`src/logic/power_seq_pkg.sv`:
```
// power_seq_pkg: constants and types shared by the power-up sequencer
// assumes a single 100 MHz clock domain
package power_seq_pkg;
   localparam int unsigned CLOCK_HZ            = 100_000_000; // system clock rate
   localparam int unsigned QUAL_DELAY_MS       = 220;         // typical bias enable delay
   localparam int unsigned QUAL_DELAY_CYCLES   = QUAL_DELAY_MS * (CLOCK_HZ / 1000);
   localparam int unsigned RETRY_PERIOD_S      = 2;           // poor source retry period
   localparam int unsigned RETRY_PERIOD_CYCLES = RETRY_PERIOD_S * CLOCK_HZ;
   localparam int unsigned SYNC_STAGES         = 2;           // pin synchroniser depth
   localparam logic [1:0]  WDOG_DISABLED       = 2'h0;        // watchdog field value for off
   localparam logic        BOOST_SEL_RESET     = 1'h0;        // boost select after reset
   localparam logic        SW_DISABLE_RESET    = 1'h0;        // switch disable after reset
   localparam logic [1:0]  WDOG_RESET          = 2'h1;        // watchdog field after reset
   // sequencer states
   typedef enum logic [2:0] {
      ST_OFF,        // no usable supply, bias off
      ST_BATTERY,    // battery only, switch feeding system
      ST_WAIT,       // enable conditions held, counting delay
      ST_QUALIFY,    // bias up, source qualification running
      ST_RETRY,      // poor source, waiting before retry
      ST_RUN         // source good, buck converter running
   } seq_state_t;
endpackage

```
`src/logic/charger_power_up_sequencer.sv`:
```
// charger_power_up_sequencer: power-up and power-path sequencing logic
// assumes comparator levels arrive asynchronously; host bits arrive on this clock
// Function
// - supply release resets the host control bits, not shipping mode
// - battery only: switch on, bias off
// - overload trips switch until input returns
// - disable bit forces switch off, no path
// - adapter connection turns switch back on
// - bias on after conditions and delay
// - failed condition: high impedance, battery feeds
// - voltage check first, then current limit
// - start buck only if source qualifies
// - boost current follows select bit
// - blocking switch trip follows select bit
// - good source: status, pin low, interrupt
// - poor source retried every two seconds
module charger_power_up_sequencer
   import power_seq_pkg::*;
#(
   parameter int unsigned QUAL_CYCLES  = QUAL_DELAY_CYCLES,
   parameter int unsigned RETRY_CYCLES = RETRY_PERIOD_CYCLES
) (
   input  wire logic       clock,
   input  wire logic       rst,
   input  wire logic       clk_en,
   input  wire logic       input_above_release,    // input supply above release level
   input  wire logic       battery_above_release,  // battery above release level
   input  wire logic       battery_above_depletion,
   input  wire logic       input_above_sleep_exit, // input above battery plus offset
   input  wire logic       battery_overload,       // overload through battery switch
   input  wire logic       source_good,            // current capability check passed
   input  wire logic       source_check_done,      // current capability check finished
   input  wire logic       ilim_done,              // input current limit detection done
   input  wire logic       boost_request_pin,
   input  wire logic       reg_write,              // host register write strobe
   input  wire logic       wr_battery_switch_disable_bit,
   input  wire logic [1:0] wr_watchdog_period_field,
   input  wire logic       wr_boost_current_select,
   output logic            interface_ready,
   output logic            battery_switch_on,
   output logic            bias_regulator_en,
   output logic            high_impedance_state,
   output logic            source_check_start,
   output logic            ilim_detect_start,
   output logic            buck_enable,
   output logic            boost_current_high,     // 1.3 A capability when set
   output logic            reverse_block_trip_high,// 1.8 A trip level when set
   output logic            power_good_status,
   output logic            power_good_pin_n,
   output logic            host_interrupt,
   output logic            battery_switch_disable_bit,
   output logic [1:0]      watchdog_period_field,
   output logic            boost_current_select,
   output logic            shipping_mode
);
   logic [6:0]  sync_w;           // synchronised comparator levels
   logic        vin_ok;           // input above release
   logic        vbat_ok;          // battery above release
   logic        dep_ok;           // battery above depletion
   logic        sleep_ok;         // input above battery plus offset
   logic        ovl;              // switch overload
   logic        boost_mode;       // boost request from pin
   logic        good;             // qualification result
   logic        por_ok;           // either supply released
   logic        por_d_r;          // last cycle release state
   logic        cond_ok;          // all bias enable conditions
   logic        overload_trip_r;  // sticky overload latch
   logic        vin_d_r;          // last cycle input state
   logic        plug_in;          // input rising edge
   logic [31:0] cnt_r;            // delay and retry counter
   logic        ilim_sent_r;      // current limit detection issued
   seq_state_t  state_r;
   seq_state_t  state_nxt;

   // comparator outputs cross into the clock domain here
   pin_sync #(.WIDTH(7)) u_sync (
      .clock    (clock),
      .rst      (rst),
      .clk_en   (clk_en),
      .async_in ({input_above_release, battery_above_release, battery_above_depletion,
                  input_above_sleep_exit, battery_overload, boost_request_pin, source_good}),
      .sync_out (sync_w)
   );
   assign {vin_ok, vbat_ok, dep_ok, sleep_ok, ovl, boost_mode, good} = sync_w;

   assign por_ok  = vin_ok | vbat_ok;
   assign plug_in = vin_ok & ~vin_d_r;
   // buck needs input above offset, boost needs it below
   assign cond_ok = vin_ok & (boost_mode ? ~sleep_ok : sleep_ok);

   // edge history for release and plug-in
   always_ff @(posedge clock) begin
      if (rst) begin
         por_d_r <= 1'b0;
         vin_d_r <= 1'b0;
      end else if (clk_en) begin
         por_d_r <= por_ok;
         vin_d_r <= vin_ok;
      end
   end

   // host control bits; reset again when a supply comes up
   always_ff @(posedge clock) begin
      if (rst || (clk_en && por_ok && !por_d_r)) begin
         battery_switch_disable_bit <= SW_DISABLE_RESET;
         watchdog_period_field      <= WDOG_RESET;
         boost_current_select       <= BOOST_SEL_RESET;
      end else if (clk_en) begin
         if (reg_write) begin
            battery_switch_disable_bit <= wr_battery_switch_disable_bit;
            watchdog_period_field      <= wr_watchdog_period_field;
            boost_current_select       <= wr_boost_current_select;
         end else if (plug_in) begin
            battery_switch_disable_bit <= 1'b0; // adapter re-enables switch
         end
      end
   end

   // interface comes up once any supply is released
   always_ff @(posedge clock) begin
      if (rst) begin
         interface_ready <= 1'b0;
      end else if (clk_en) begin
         interface_ready <= por_ok;
      end
   end

   // shipping mode needs both fields written in one access
   always_ff @(posedge clock) begin
      if (rst) begin
         shipping_mode <= 1'b0;
      end else if (clk_en) begin
         if (reg_write) begin
            shipping_mode <= wr_battery_switch_disable_bit
                             && (wr_watchdog_period_field == WDOG_DISABLED);
         end else if (plug_in) begin
            shipping_mode <= 1'b0;
         end
      end
   end

   // overload latch; overload wins over a same-cycle plug-in
   always_ff @(posedge clock) begin
      if (rst) begin
         overload_trip_r <= 1'b0;
      end else if (clk_en) begin
         // the switch drive already drops on ovl, so gating on it would never latch
         if (ovl) begin
            overload_trip_r <= 1'b1;
         end else if (plug_in) begin
            overload_trip_r <= 1'b0;
         end
      end
   end

   // switch drive: combinational so an overload cuts it at once
   always_comb begin
      battery_switch_on = dep_ok & ~overload_trip_r & ~ovl
                          & ~battery_switch_disable_bit;
   end

   // next state of the sequencer
   always_comb begin
      state_nxt = state_r;
      case (state_r)
         ST_OFF, ST_BATTERY: begin
            if (cond_ok) begin
               state_nxt = ST_WAIT;
            end else if (dep_ok) begin
               state_nxt = ST_BATTERY;
            end else begin
               state_nxt = ST_OFF;
            end
         end
         ST_WAIT: begin
            if (!cond_ok) begin
               state_nxt = ST_BATTERY; // drop restarts the delay
            end else if (cnt_r >= QUAL_CYCLES - 1) begin
               state_nxt = ST_QUALIFY;
            end
         end
         ST_QUALIFY: begin
            if (!cond_ok) begin
               state_nxt = ST_BATTERY;
            end else if (source_check_done) begin
               state_nxt = good ? ST_RUN : ST_RETRY;
            end
         end
         ST_RETRY: begin
            if (!cond_ok) begin
               state_nxt = ST_BATTERY;
            end else if (cnt_r >= RETRY_CYCLES - 1) begin
               state_nxt = ST_QUALIFY;
            end
         end
         ST_RUN: begin
            if (!cond_ok) begin
               state_nxt = ST_BATTERY;
            end
         end
         default: state_nxt = ST_OFF;
      endcase
   end

   // state register
   always_ff @(posedge clock) begin
      if (rst) begin
         state_r <= ST_OFF;
      end else if (clk_en) begin
         state_r <= state_nxt;
      end
   end

   // one counter serves the delay and the retry wait
   always_ff @(posedge clock) begin
      if (rst) begin
         cnt_r <= '0;
      end else if (clk_en) begin
         if (state_nxt != state_r) begin
            cnt_r <= '0;
         end else if (state_r == ST_WAIT || state_r == ST_RETRY) begin
            cnt_r <= cnt_r + 32'h1;
         end
      end
   end

   // current limit detection requested once per run entry
   always_ff @(posedge clock) begin
      if (rst) begin
         ilim_sent_r <= 1'b0;
      end else if (clk_en) begin
         ilim_sent_r <= (state_r == ST_RUN);
      end
   end

   // registered outputs tracking the state and the boost select bit
   always_ff @(posedge clock) begin
      if (rst) begin
         bias_regulator_en       <= 1'b0;
         high_impedance_state    <= 1'b1;
         source_check_start      <= 1'b0;
         ilim_detect_start       <= 1'b0;
         buck_enable             <= 1'b0;
         power_good_status       <= 1'b0;
         power_good_pin_n        <= 1'b1;
         host_interrupt          <= 1'b0;
         boost_current_high      <= 1'b0;
         reverse_block_trip_high <= 1'b0;
      end else if (clk_en) begin
         bias_regulator_en    <= (state_nxt == ST_QUALIFY) || (state_nxt == ST_RETRY)
                                 || (state_nxt == ST_RUN);
         high_impedance_state <= !((state_nxt == ST_QUALIFY) || (state_nxt == ST_RETRY)
                                 || (state_nxt == ST_RUN));
         source_check_start   <= (state_nxt == ST_QUALIFY) && (state_r != ST_QUALIFY);
         ilim_detect_start    <= (state_r == ST_RUN) && !ilim_sent_r;
         // leaving run drops the buck in the same cycle as power good
         buck_enable          <= (state_nxt == ST_RUN) && (state_r == ST_RUN)
                                 && ilim_done;
         power_good_status    <= (state_nxt == ST_RUN);
         power_good_pin_n     <= !(state_nxt == ST_RUN);
         host_interrupt       <= (state_nxt == ST_RUN) && (state_r != ST_RUN);
         boost_current_high      <= boost_current_select;
         reverse_block_trip_high <= boost_current_select;
      end
   end
endmodule

```
`src/logic/pin_sync.sv`:
```
// pin_sync: two-flop synchroniser bank for asynchronous inputs
// assumes clock enable freezes the stages with the rest of the block
module pin_sync #(
   parameter int WIDTH = 1
) (
   input  wire logic             clock,
   input  wire logic             rst,
   input  wire logic             clk_en,
   input  wire logic [WIDTH-1:0] async_in,
   output logic      [WIDTH-1:0] sync_out
);
   logic [WIDTH-1:0] stage1_r; // first stage, read only by second

   // two stages; metastability settles in the first
   always_ff @(posedge clock) begin
      if (rst) begin
         stage1_r <= '0;
         sync_out <= '0;
      end else if (clk_en) begin
         stage1_r <= async_in;
         sync_out <= stage1_r;
      end
   end
endmodule

```
`config.mk`:
```
export PLATFORM = sky130hd
export DESIGN_NAME = charger_power_up_sequencer
export DESIGN_NICKNAME = d
export VERILOG_FILES = /design/src/logic/power_seq_pkg.sv /design/src/logic/charger_power_up_sequencer.sv /design/src/logic/pin_sync.sv
export SDC_FILE = /design/constraint.sdc
export NUM_CORES = 1
export LEC_CHECK = 0
export BUFFER_PORTS_ARGS = -buffer_cell sky130_fd_sc_hd__buf_2
export CORE_MARGIN = 4
export CORE_UTILIZATION = 51
export CTS_CLUSTER_SIZE = 12
export DETAILED_ROUTE_END_ITERATION = 16
export PLACE_DENSITY = 0.79
export SLEW_MARGIN = 30
export SYNTH_ARGS = -nofsm -noshare
export SYNTH_HDL_FRONTEND = slang
export SYNTH_SLANG_ARGS = --single-unit
```
`constraint.sdc`:
```
create_clock -name clock -period 3.75 [get_ports clock]
set_input_delay 0.1875 -clock clock [delete_from_list [all_inputs] [get_ports clock]]
set_output_delay 0.1875 -clock clock [all_outputs]
set_load 0.005 [all_outputs]
```
# Word level (Yosys, flattened, before mapping)
# Cells that the tools add are included.
dict set report word_totals {
  in_bits 17
  ram_bits 0
  register_bits 67
  out_inout_bits 17
  word_cells 90
  n_memories 0
  mem_bits_ro 0
  latch_bits 0
}
dict set report op_classes {
  n_div 0
  reduce_logical 26
  muxes 18
  mul 0
  eq_ne 11
  n_shift 0
  n_addsub 1
  magnitude_cmp 2
  bitwise_logic 11
}
# operator count
set ops {}
lappend ops {{32-bit two-way mux} 2}
lappend ops {{32-bit by 1-bit adder with 32-bit output, second input constant} 1}
lappend ops {{32-bit by 25-bit greater-or-equal comparator with 1-bit output, second input constant} 1}
lappend ops {{32-bit by 28-bit greater-or-equal comparator with 1-bit output, second input constant} 1}
lappend ops {{3-bit two-way mux} 7}
lappend ops {{3-bit case mux with 5 select lines} 1}
lappend ops {{3-bit == test, second input constant} 4}
lappend ops {{3-bit by 2-bit == test with 1-bit output, second input constant} 3}
lappend ops {{1-bit logical AND} 8}
lappend ops {{2-bit AND reduction} 4}
lappend ops {{1-bit two-way mux} 7}
lappend ops {{2-bit nonzero test} 3}
lappend ops {{1-bit AND} 5}
lappend ops {{1-bit inverter} 5}
lappend ops {{1-bit zero test} 4}
lappend ops {{1-bit logical OR} 4}
lappend ops {{3-bit by 1-bit == test with 1-bit output, second input constant} 1}
lappend ops {{3-bit zero test} 1}
lappend ops {{3-bit by 2-bit inequality test with 1-bit output, second input constant} 1}
lappend ops {{3-bit inequality test} 1}
lappend ops {{3-bit inequality test, second input constant} 1}
lappend ops {{2-bit zero test} 1}
lappend ops {{2-bit two-way mux} 1}
lappend ops {{2-bit OR reduction} 1}
lappend ops {{1-bit OR} 1}

# Depth between registers and ports, before layout
# Gate-level depths: netlist of run 1.
dict set report logic_depth {
  depth_word 9
  depth_mapped 10
  ltp_nobuf 8
}

# Modules after synthesis
# A second synthesis of run 1 with hierarchy kept.
dict set report hier_totals {
  cells_unflattened 392
  area_unflattened_um2 3259.4
}
# module cells_each seq_area_each_um2 instances area_per_inst_um2
set by_module_without_submodules {}
lappend by_module_without_submodules {charger_power_up_sequencer 347 1061.0 1 2751.4}
lappend by_module_without_submodules {pin_sync 45 280.3 1 508.0}

# Worst setup path before layout of run 1
# Ideal clock, no wire load.
dict set report synth_timing {
  path_type {register -> register}
  start {register cnt_r[29]}
  end {register cnt_r[28]}
  setup_time_ns 0.100
  n_path_buf 0
  t_required_ns 3.650
  arrival_ns 2.523
  period_less_slack_ns 2.623
  path_slack_ns 1.127
  path_stages_with_launch 8
  path_cell_list {dfxtp_1 or4_4 o41a_1 a41oi_4 a2111oi_2 a21oi_2 mux2_4 a2111oi_4}
}
dict set report synth_between {
  elab_chain_len 7
  word_cells_on_any_way 11
  classes_between {order compare: 2; eq/ne: 1; mux: 6; reduce/logical: 2}
}
# item line_no
set synth_rtl {}
lappend synth_rtl {{start, declared} charger_power_up_sequencer.sv:70} ;# logic [31:0] cnt_r;
lappend synth_rtl {{start signal, assigned} charger_power_up_sequencer.sv:222} ;# cnt_r <= cnt_r + 32'h1;
lappend synth_rtl {{32-bit by 28-bit greater-or-equal comparator with 1-bit output or 32-bit by 25-bit greater-or-equal comparator with 1-bit output (tied branches)} {charger_power_up_sequencer.sv:192, charger_power_up_sequencer.sv:178}}
lappend synth_rtl {{3-bit two-way mux, on equally long branches} {charger_power_up_sequencer.sv:192, charger_power_up_sequencer.sv:178}}
lappend synth_rtl {{3-bit two-way mux, on equally long branches} {charger_power_up_sequencer.sv:190, charger_power_up_sequencer.sv:176}}
lappend synth_rtl {{3-bit case mux with 5 select lines (*)} charger_power_up_sequencer.sv:165} ;# case (state_r)
lappend synth_rtl {{3-bit inequality test (*)} charger_power_up_sequencer.sv:219} ;# if (state_nxt != state_r) begin
lappend synth_rtl {{2-bit nonzero test (no line)} -}
lappend synth_rtl {{2-bit AND reduction (no line)} -}
# Every way passes the cells marked *; elsewhere a longest branch is shown, timed or not.
# A chain may end at the register's enable or synchronous reset.

# Worst setup path after layout of run 1
dict set report layout_timing {
  start {register cnt_r[20]}
  end {register cnt_r[13]}
}
# Same word-level chain as after synthesis.

==> flow_metrics.py, run 1 <==
metrics = {
    "global_routing": {
        "grt_max_degree": 49,
        "grt_overflow": 0,
        "grt_pass1_vias": 2811,
        "antenna_found_initial": 0,
        "grt_usage_pct": 20.3,
        "grt_pass1_wl_um": 12700,
    },
    "flow_run": {
        "max-cap-violations": 0,
    },
    "timing": {
        "holdWs_ps": 77.2,
        "drv_slew": 0,
        "grt_setup_unrepaired": "false",
        "max_slew_margin_pct": 52.5,
        "setup-tns-final_ps": 0,
        "worst_pin_slew_ps": 712,
        "setup_ws_ps": 741,
        "min_period_over_period_pct": 80.2,
        "min_period_ps": 3010,
        "hold_viol_final": 0,
        "timing.fmax_mhz": 332,
        "finalSetupViolations": 0,
        "finClkSkew_ps": 7.69,
    },
    "setup_path": {
        "crit_type": "reg -> reg",
        "cp-start-kind": "flop",
        "path_max_fanout": 13,
        "worst-r2r-setup-slack_ps": 740,
        "cp.required_ps": 4030,
        "cp.arrival_ps": 3290,
        "crit_path_end_kind": "flop",
    },
    "layout": {
        "multi_input_area_um2": 1870,
        "regArea_um2": 1340,
        "insertedDiodeCount": 0,
        "fin_area_um2": 3740,
        "final_core_util_pct": 58.9,
        "drive_gt1_share_pct": 14.5,
        "final_cells": 497,
        "mostFrequentLayoutCells": "dfxtp_1 (67), nor2_1 (53), buf_2 (33)",
        "final_common_cell": "dfxtp_1",
        "synthToLayoutAreaGrowth_pct": 12.0,
        "fin_nets": 433,
        "fill_cells": 546,
    },
    "floorplanning": {
        "num_rows": 29,
        "core_area_um2": 6350,
        "num_io_pins": 34,
        "die_area_um2": 7910,
        "die_h_um": 88.9,
        "fp.dieW_um": 88.9,
        "start_util_pct": 52.6,
    },
    "route": {
        "first_pass_iters": 5,
        "first_iter_violations": 132,
        "viasPerCell": 6.01,
        "wl_per_cell_um": 14.9,
        "vias": 2989,
        "wl_um": 7410,
        "final_antenna_net_count": 0,
        "drc": 0,
    },
    "pwr": {
        "p_per_area_nw_per_um2": 388,
        "ir_worst_vdd_v": 0.000280,
        "power_leakage_nw": 1.39,
        "power_mw": 1.45,
    },
    "cts": {
        "clkLatencyLatePin_ps": 350,
        "cts_setup_buffers": 0,
        "cts_buffers": 9,
        "path_clk_slew_ps": 70,
        "postCtsHoldBufs": 0,
        "clockBufferDepth": 2,
        "cts-root-buf": "clkbuf_8",
        "cts_resized": 0,
        "cts_htree_levels": 3,
        "clock-sinks": 67,
        "cts_tree": "done",
    },
    "status": {
        "status": "finished, final reports clean",
    },
    "worst_hold_path": {
        "holdCritPathClass": "in -> reg",
    },
    "yosys": {
        "yosysTopAreaCellShare_pct": 40.1,
        "yosysSeqAreaShare_pct": 40.1,
        "synthFlopType": "dfxtp_1",
        "synth_edf_count": 0,
        "yosysWarnings": 0,
        "synth_area_leaders": "dfxtp_1 (40%), mux2i_1 (6.3%), nor2_1 (6.0%)",
        "syn_avg_cell_area_um2": 8.61,
        "yosysTopAreaCell": "dfxtp_1",
        "synthesis.instances": 388,
        "yosysUniqueCellTypes": 61,
        "syn-cell-area_um2": 3340,
        "ys_ff_latch": 67,
        "synth-async-reset-ratio_pct": 0,
        "synthesis.nets": 406,
    },
    "placement": {
        "placedInstanceArea_um2": 3540,
        "portBuffers": 33,
        "place_hpwl_um": 5190,
        "dp.cells": 481,
        "routabilityCongestion": 0.902,
        "pre_cts_ws_ps": 783,
    },
}
-- synth_stat cells (2+ instances only) --
master     count
a2111oi_4      2
a211o_1        2
a211oi_1       4
a21o_1         3
a21oi_1       31
a21oi_2        2
a22oi_1        2
a311oi_1       2
a32o_1         2
and2_1         3
and3_1         5
buf_2          4
buf_4          2
clkbuf_1      13
dfxtp_1       67
inv_1         11
mux2i_1       21
nand2_1       24
nand2b_1       3
nand3_1       14
nand4_1       11
nor2_1        53
nor2b_1        3
nor3_1         7
nor4_1         8
nor4b_1        2
o2111ai_1      4
o211a_1        2
o211ai_1       7
o21a_1         2
o21ai_0       14
o21ai_1        3
o31ai_1        2
or3_1         12
or4_1          3
or4b_1         2
xnor2_1        6
xor2_1         7
-- critical path: stages (launching register included) --
cell and delay (ps):
dfxtp_1 360, or4b_1 540, nor4b_2 330, a41oi_4 190, a21oi_2 500, o21ai_1 370
or4_1 490, a21oi_1 150
-- layout make-up --
cell class | count | area share (%)
Multi-Input combinational cell | 289 | 49.9
Sequential cell | 67 | 35.9
Timing Repair Buffer | 36 | 5.02
Clock buffer | 11 | 3.78
Tap cell | 77 | 2.58
Clock inverter | 5 | 1.67
Inverter | 12 | 1.20
-- path summary, 6_finish.rpt --
| kind | start | end | depth (start not counted) |
|---|---|---|---|
| worst max-delay path | cnt_r[20]$_SDFFE_PP0P_ | cnt_r[13]$_SDFFE_PP0P_ | 7 |
| worst min-delay path | battery_overload | u_sync.stage1_r[2]$_SDFFE_PP0P_ | 3 |
| worst max register to register | cnt_r[20]$_SDFFE_PP0P_ | cnt_r[13]$_SDFFE_PP0P_ | 7 |
| worst min register to register | watchdog_period_field[1]$_SDFFE_PP0P_ | watchdog_period_field[1]$_SDFFE_PP0P_ | 2 |
-- registers in the layout, summed over array words and instances, names as in the netlist, 2 cells and up --
register	flops
cnt_r	32
u_sync.stage1_r	7
u_sync.sync_out	7
state_r	3
watchdog_period_field	2
-- logic make-up after synthesis --
logic type,synth area share [%]
mux,7.08
fa+ha+maj,0.374
xor+xnor,3.41
compound gates,21.5
flops,40.1
buf+inv,3.97
simple gates,23.6
-- report_power, final --
part / switching, mW / total [mW] / internal, mW
logic: 0.0663 / 0.104 / 0.0378
clock network: 0.283 / 0.610 / 0.327
registers: 0.0114 / 0.736 / 0.725
total: 0.361 / 1.45 / 1.09
-- metal layers --
metal	wire length [um]	vias to the layer above	GRT usage, %
met3	396	14	5.53
li1	-	1484	-
met5	0	-	0
met2	3540	75	32.6
met4	114	0	8.66
met1	3360	1416	25.7
No activity file was read; power rests on OpenSTA's default activity.
==> inputs of run 2 (changes only) <==
Clock period 3.75 ns to 3.1 ns, I/O delays scaled along.
==> run 2 against run 1 <==
Net effect: combinational power grew 26%; wire length shrank 0.66%; worst hold slack lost 32 ps; clock power grew 19%; via count shrank 0.17%; die area is the same; worst setup slack lost 470 ps; utilization grew 0.57 points; clock skew grew 2.4 ps; cell area grew 0.97%; maximum frequency grew 6.2%; critical path type unchanged.
==> flow_metrics.py, run 2 (synthesized netlist as in run 1, its figures left out) <==
metrics = {
    "route": {
        "viasPerCell": 5.96,
        "wl_um": 7360,
        "drc": 0,
        "final_antenna_net_count": 0,
        "first_pass_iters": 4,
        "first_iter_violations": 183,
        "vias": 2984,
        "wl_per_cell_um": 14.7,
    },
    "cts": {
        "cts_tree": "done",
        "clkLatencyLatePin_ps": 340,
        "cts_resized": 0,
        "clockBufferDepth": 2,
        "cts_setup_buffers": 0,
        "postCtsHoldBufs": 0,
        "cts-root-buf": "clkbuf_8",
        "path_clk_slew_ps": 80,
        "cts_htree_levels": 3,
        "cts_buffers": 9,
        "clock-sinks": 67,
    },
    "setup_path": {
        "slowest_stage": "or4b_1",
        "crit_chain": "or4b_1 -> nor4b_2 -> a41oi_4 -> a21oi_4 -> o21ai_1 -> or4_1 -> a21oi_1",
        "crit_path_end_kind": "flop",
        "path_delay_family": "simple AND/OR/NAND/NOR gates",
        "max_stage_delay_ps": 550,
        "cp-start-kind": "flop",
        "cp_num_buf_inv": 0,
        "crit_type": "reg -> reg",
        "cp.arrival_ps": 3100,
        "cp.required_ps": 3370,
        "path_max_fanout": 13,
    },
    "layout": {
        "drive_gt1_share_pct": 15.6,
        "insertedDiodeCount": 0,
        "final_common_cell": "dfxtp_1",
        "fin_nets": 437,
        "fill_cells": 540,
        "synthToLayoutAreaGrowth_pct": 13.1,
        "largest_register_ffs": 32,
        "final_core_util_pct": 59.5,
        "top_register": "cnt_r",
        "mostFrequentLayoutCells": "dfxtp_1 (67), nor2_1 (53), buf_2 (33)",
        "top_regs": "cnt_r x32, u_sync.stage1_r x7, u_sync.sync_out x7",
    },
    "timing": {
        "min_period_over_period_pct": 91.4,
        "drv_slew": 0,
        "finalSetupViolations": 0,
        "finClkSkew_ps": 10.1,
        "grt_setup_unrepaired": "false",
        "timing.fmax_mhz": 353,
        "max_slew_margin_pct": 50.0,
        "min_period_ps": 2830,
        "hold_viol_final": 0,
        "worst_pin_slew_ps": 750,
        "holdWs_ps": 45.4,
        "setup-tns-final_ps": 0,
    },
    "pwr": {
        "ir_worst_vdd_v": 0.000299,
        "power_leakage_nw": 1.40,
        "p_per_area_nw_per_um2": 462,
        "power_mw": 1.75,
    },
    "global_routing": {
        "grt_max_degree": 45,
        "grt_usage_pct": 20.8,
        "grt_overflow": 0,
        "antenna_found_initial": 0,
        "grt_pass1_wl_um": 13000,
        "grt_pass1_vias": 2839,
    },
    "placement": {
        "place_hpwl_um": 5210,
        "routabilityCongestion": 0.857,
        "portBuffers": 33,
    },
    "floorplanning": {
        "core_area_um2": 6350,
        "num_io_pins": 34,
        "start_util_pct": 52.6,
        "die_h_um": 88.9,
        "num_rows": 29,
        "fp.dieW_um": 88.9,
        "die_area_um2": 7910,
    },
    "worst_hold_path": {
        "holdCritPathClass": "in -> reg",
    },
    "flow_run": {
        "max-cap-violations": 0,
    },
    "status": {
        "status": "finished, final reports clean",
    },
}
-- run 2: cell types whose count changed in the layout (fill, tap and decap cells not counted), sizes merged --
| cell | delta |
|---|---|
| buf | +4 |
| clkbuf | -1 |
| clkinv | -1 |
| clkinvlp | +2 |
-- run 2: worst paths after layout --
check | end | cells after the start | from | slack, ps
worst min register to register | watchdog_period_field[1]$_SDFFE_PP0P_ | 2 | watchdog_period_field[1]$_SDFFE_PP0P_ | 460
worst max-delay path | cnt_r[13]$_SDFFE_PP0P_ | 7 | cnt_r[20]$_SDFFE_PP0P_ | 270
worst max register to register | cnt_r[13]$_SDFFE_PP0P_ | 7 | cnt_r[20]$_SDFFE_PP0P_ | 270
worst min-delay path | buck_enable$_SDFFE_PP0P_ | 2 | ilim_done | 50
-- run 2: layer usage --
layer	vias up	routed length, um	global-route usage [%]	share of wire, %
li1	1498	-	-	-
met1	1394	3370	26.6	46
met2	78	3470	32.8	47
met3	14	358	4.70	4.9
met4	0	160	10.7	2.2
met5	-	0	0	0
-- run 2: final cells by class --
type	instances	area, um^2	share of cell area [%]
clock buffers	10	138	3.64
clock inverters	6	65.1	1.72
inverters	12	45.0	1.19
multi-input cells	289	1870	49.6
flip-flops and latches	67	1340	35.5
well taps	77	96.3	2.55
repair buffers	40	218	5.76
-- run 2: worst register-to-register path, cell delays in order, from the launching register on --
cell     delay, ps
dfxtp_1        370
or4b_1         550
nor4b_2        330
a41oi_4        210
a21oi_4        370
o21ai_1        320
or4_1          480
a21oi_1        150
-- run 2: through the flow --
stage	cells	worst slack (ps)	cell area (um^2)
after floorplan	388	477	3340
after global placement	485	231	3570
after detailed placement	485	145	3570
after global routing	501	65.8	3780
final	501	266	3780
after CTS	501	93.5	3770
-- run 2: report_power, final --
| group | total (mW) | switching [mW] | internal, mW | leakage [nW] |
|---|---|---|---|---|
| sequential | 0.890 | 0.0134 | 0.877 | 0.543 |
| clock | 0.725 | 0.334 | 0.391 | 0.0905 |
| combinational | 0.131 | 0.0828 | 0.0479 | 0.768 |
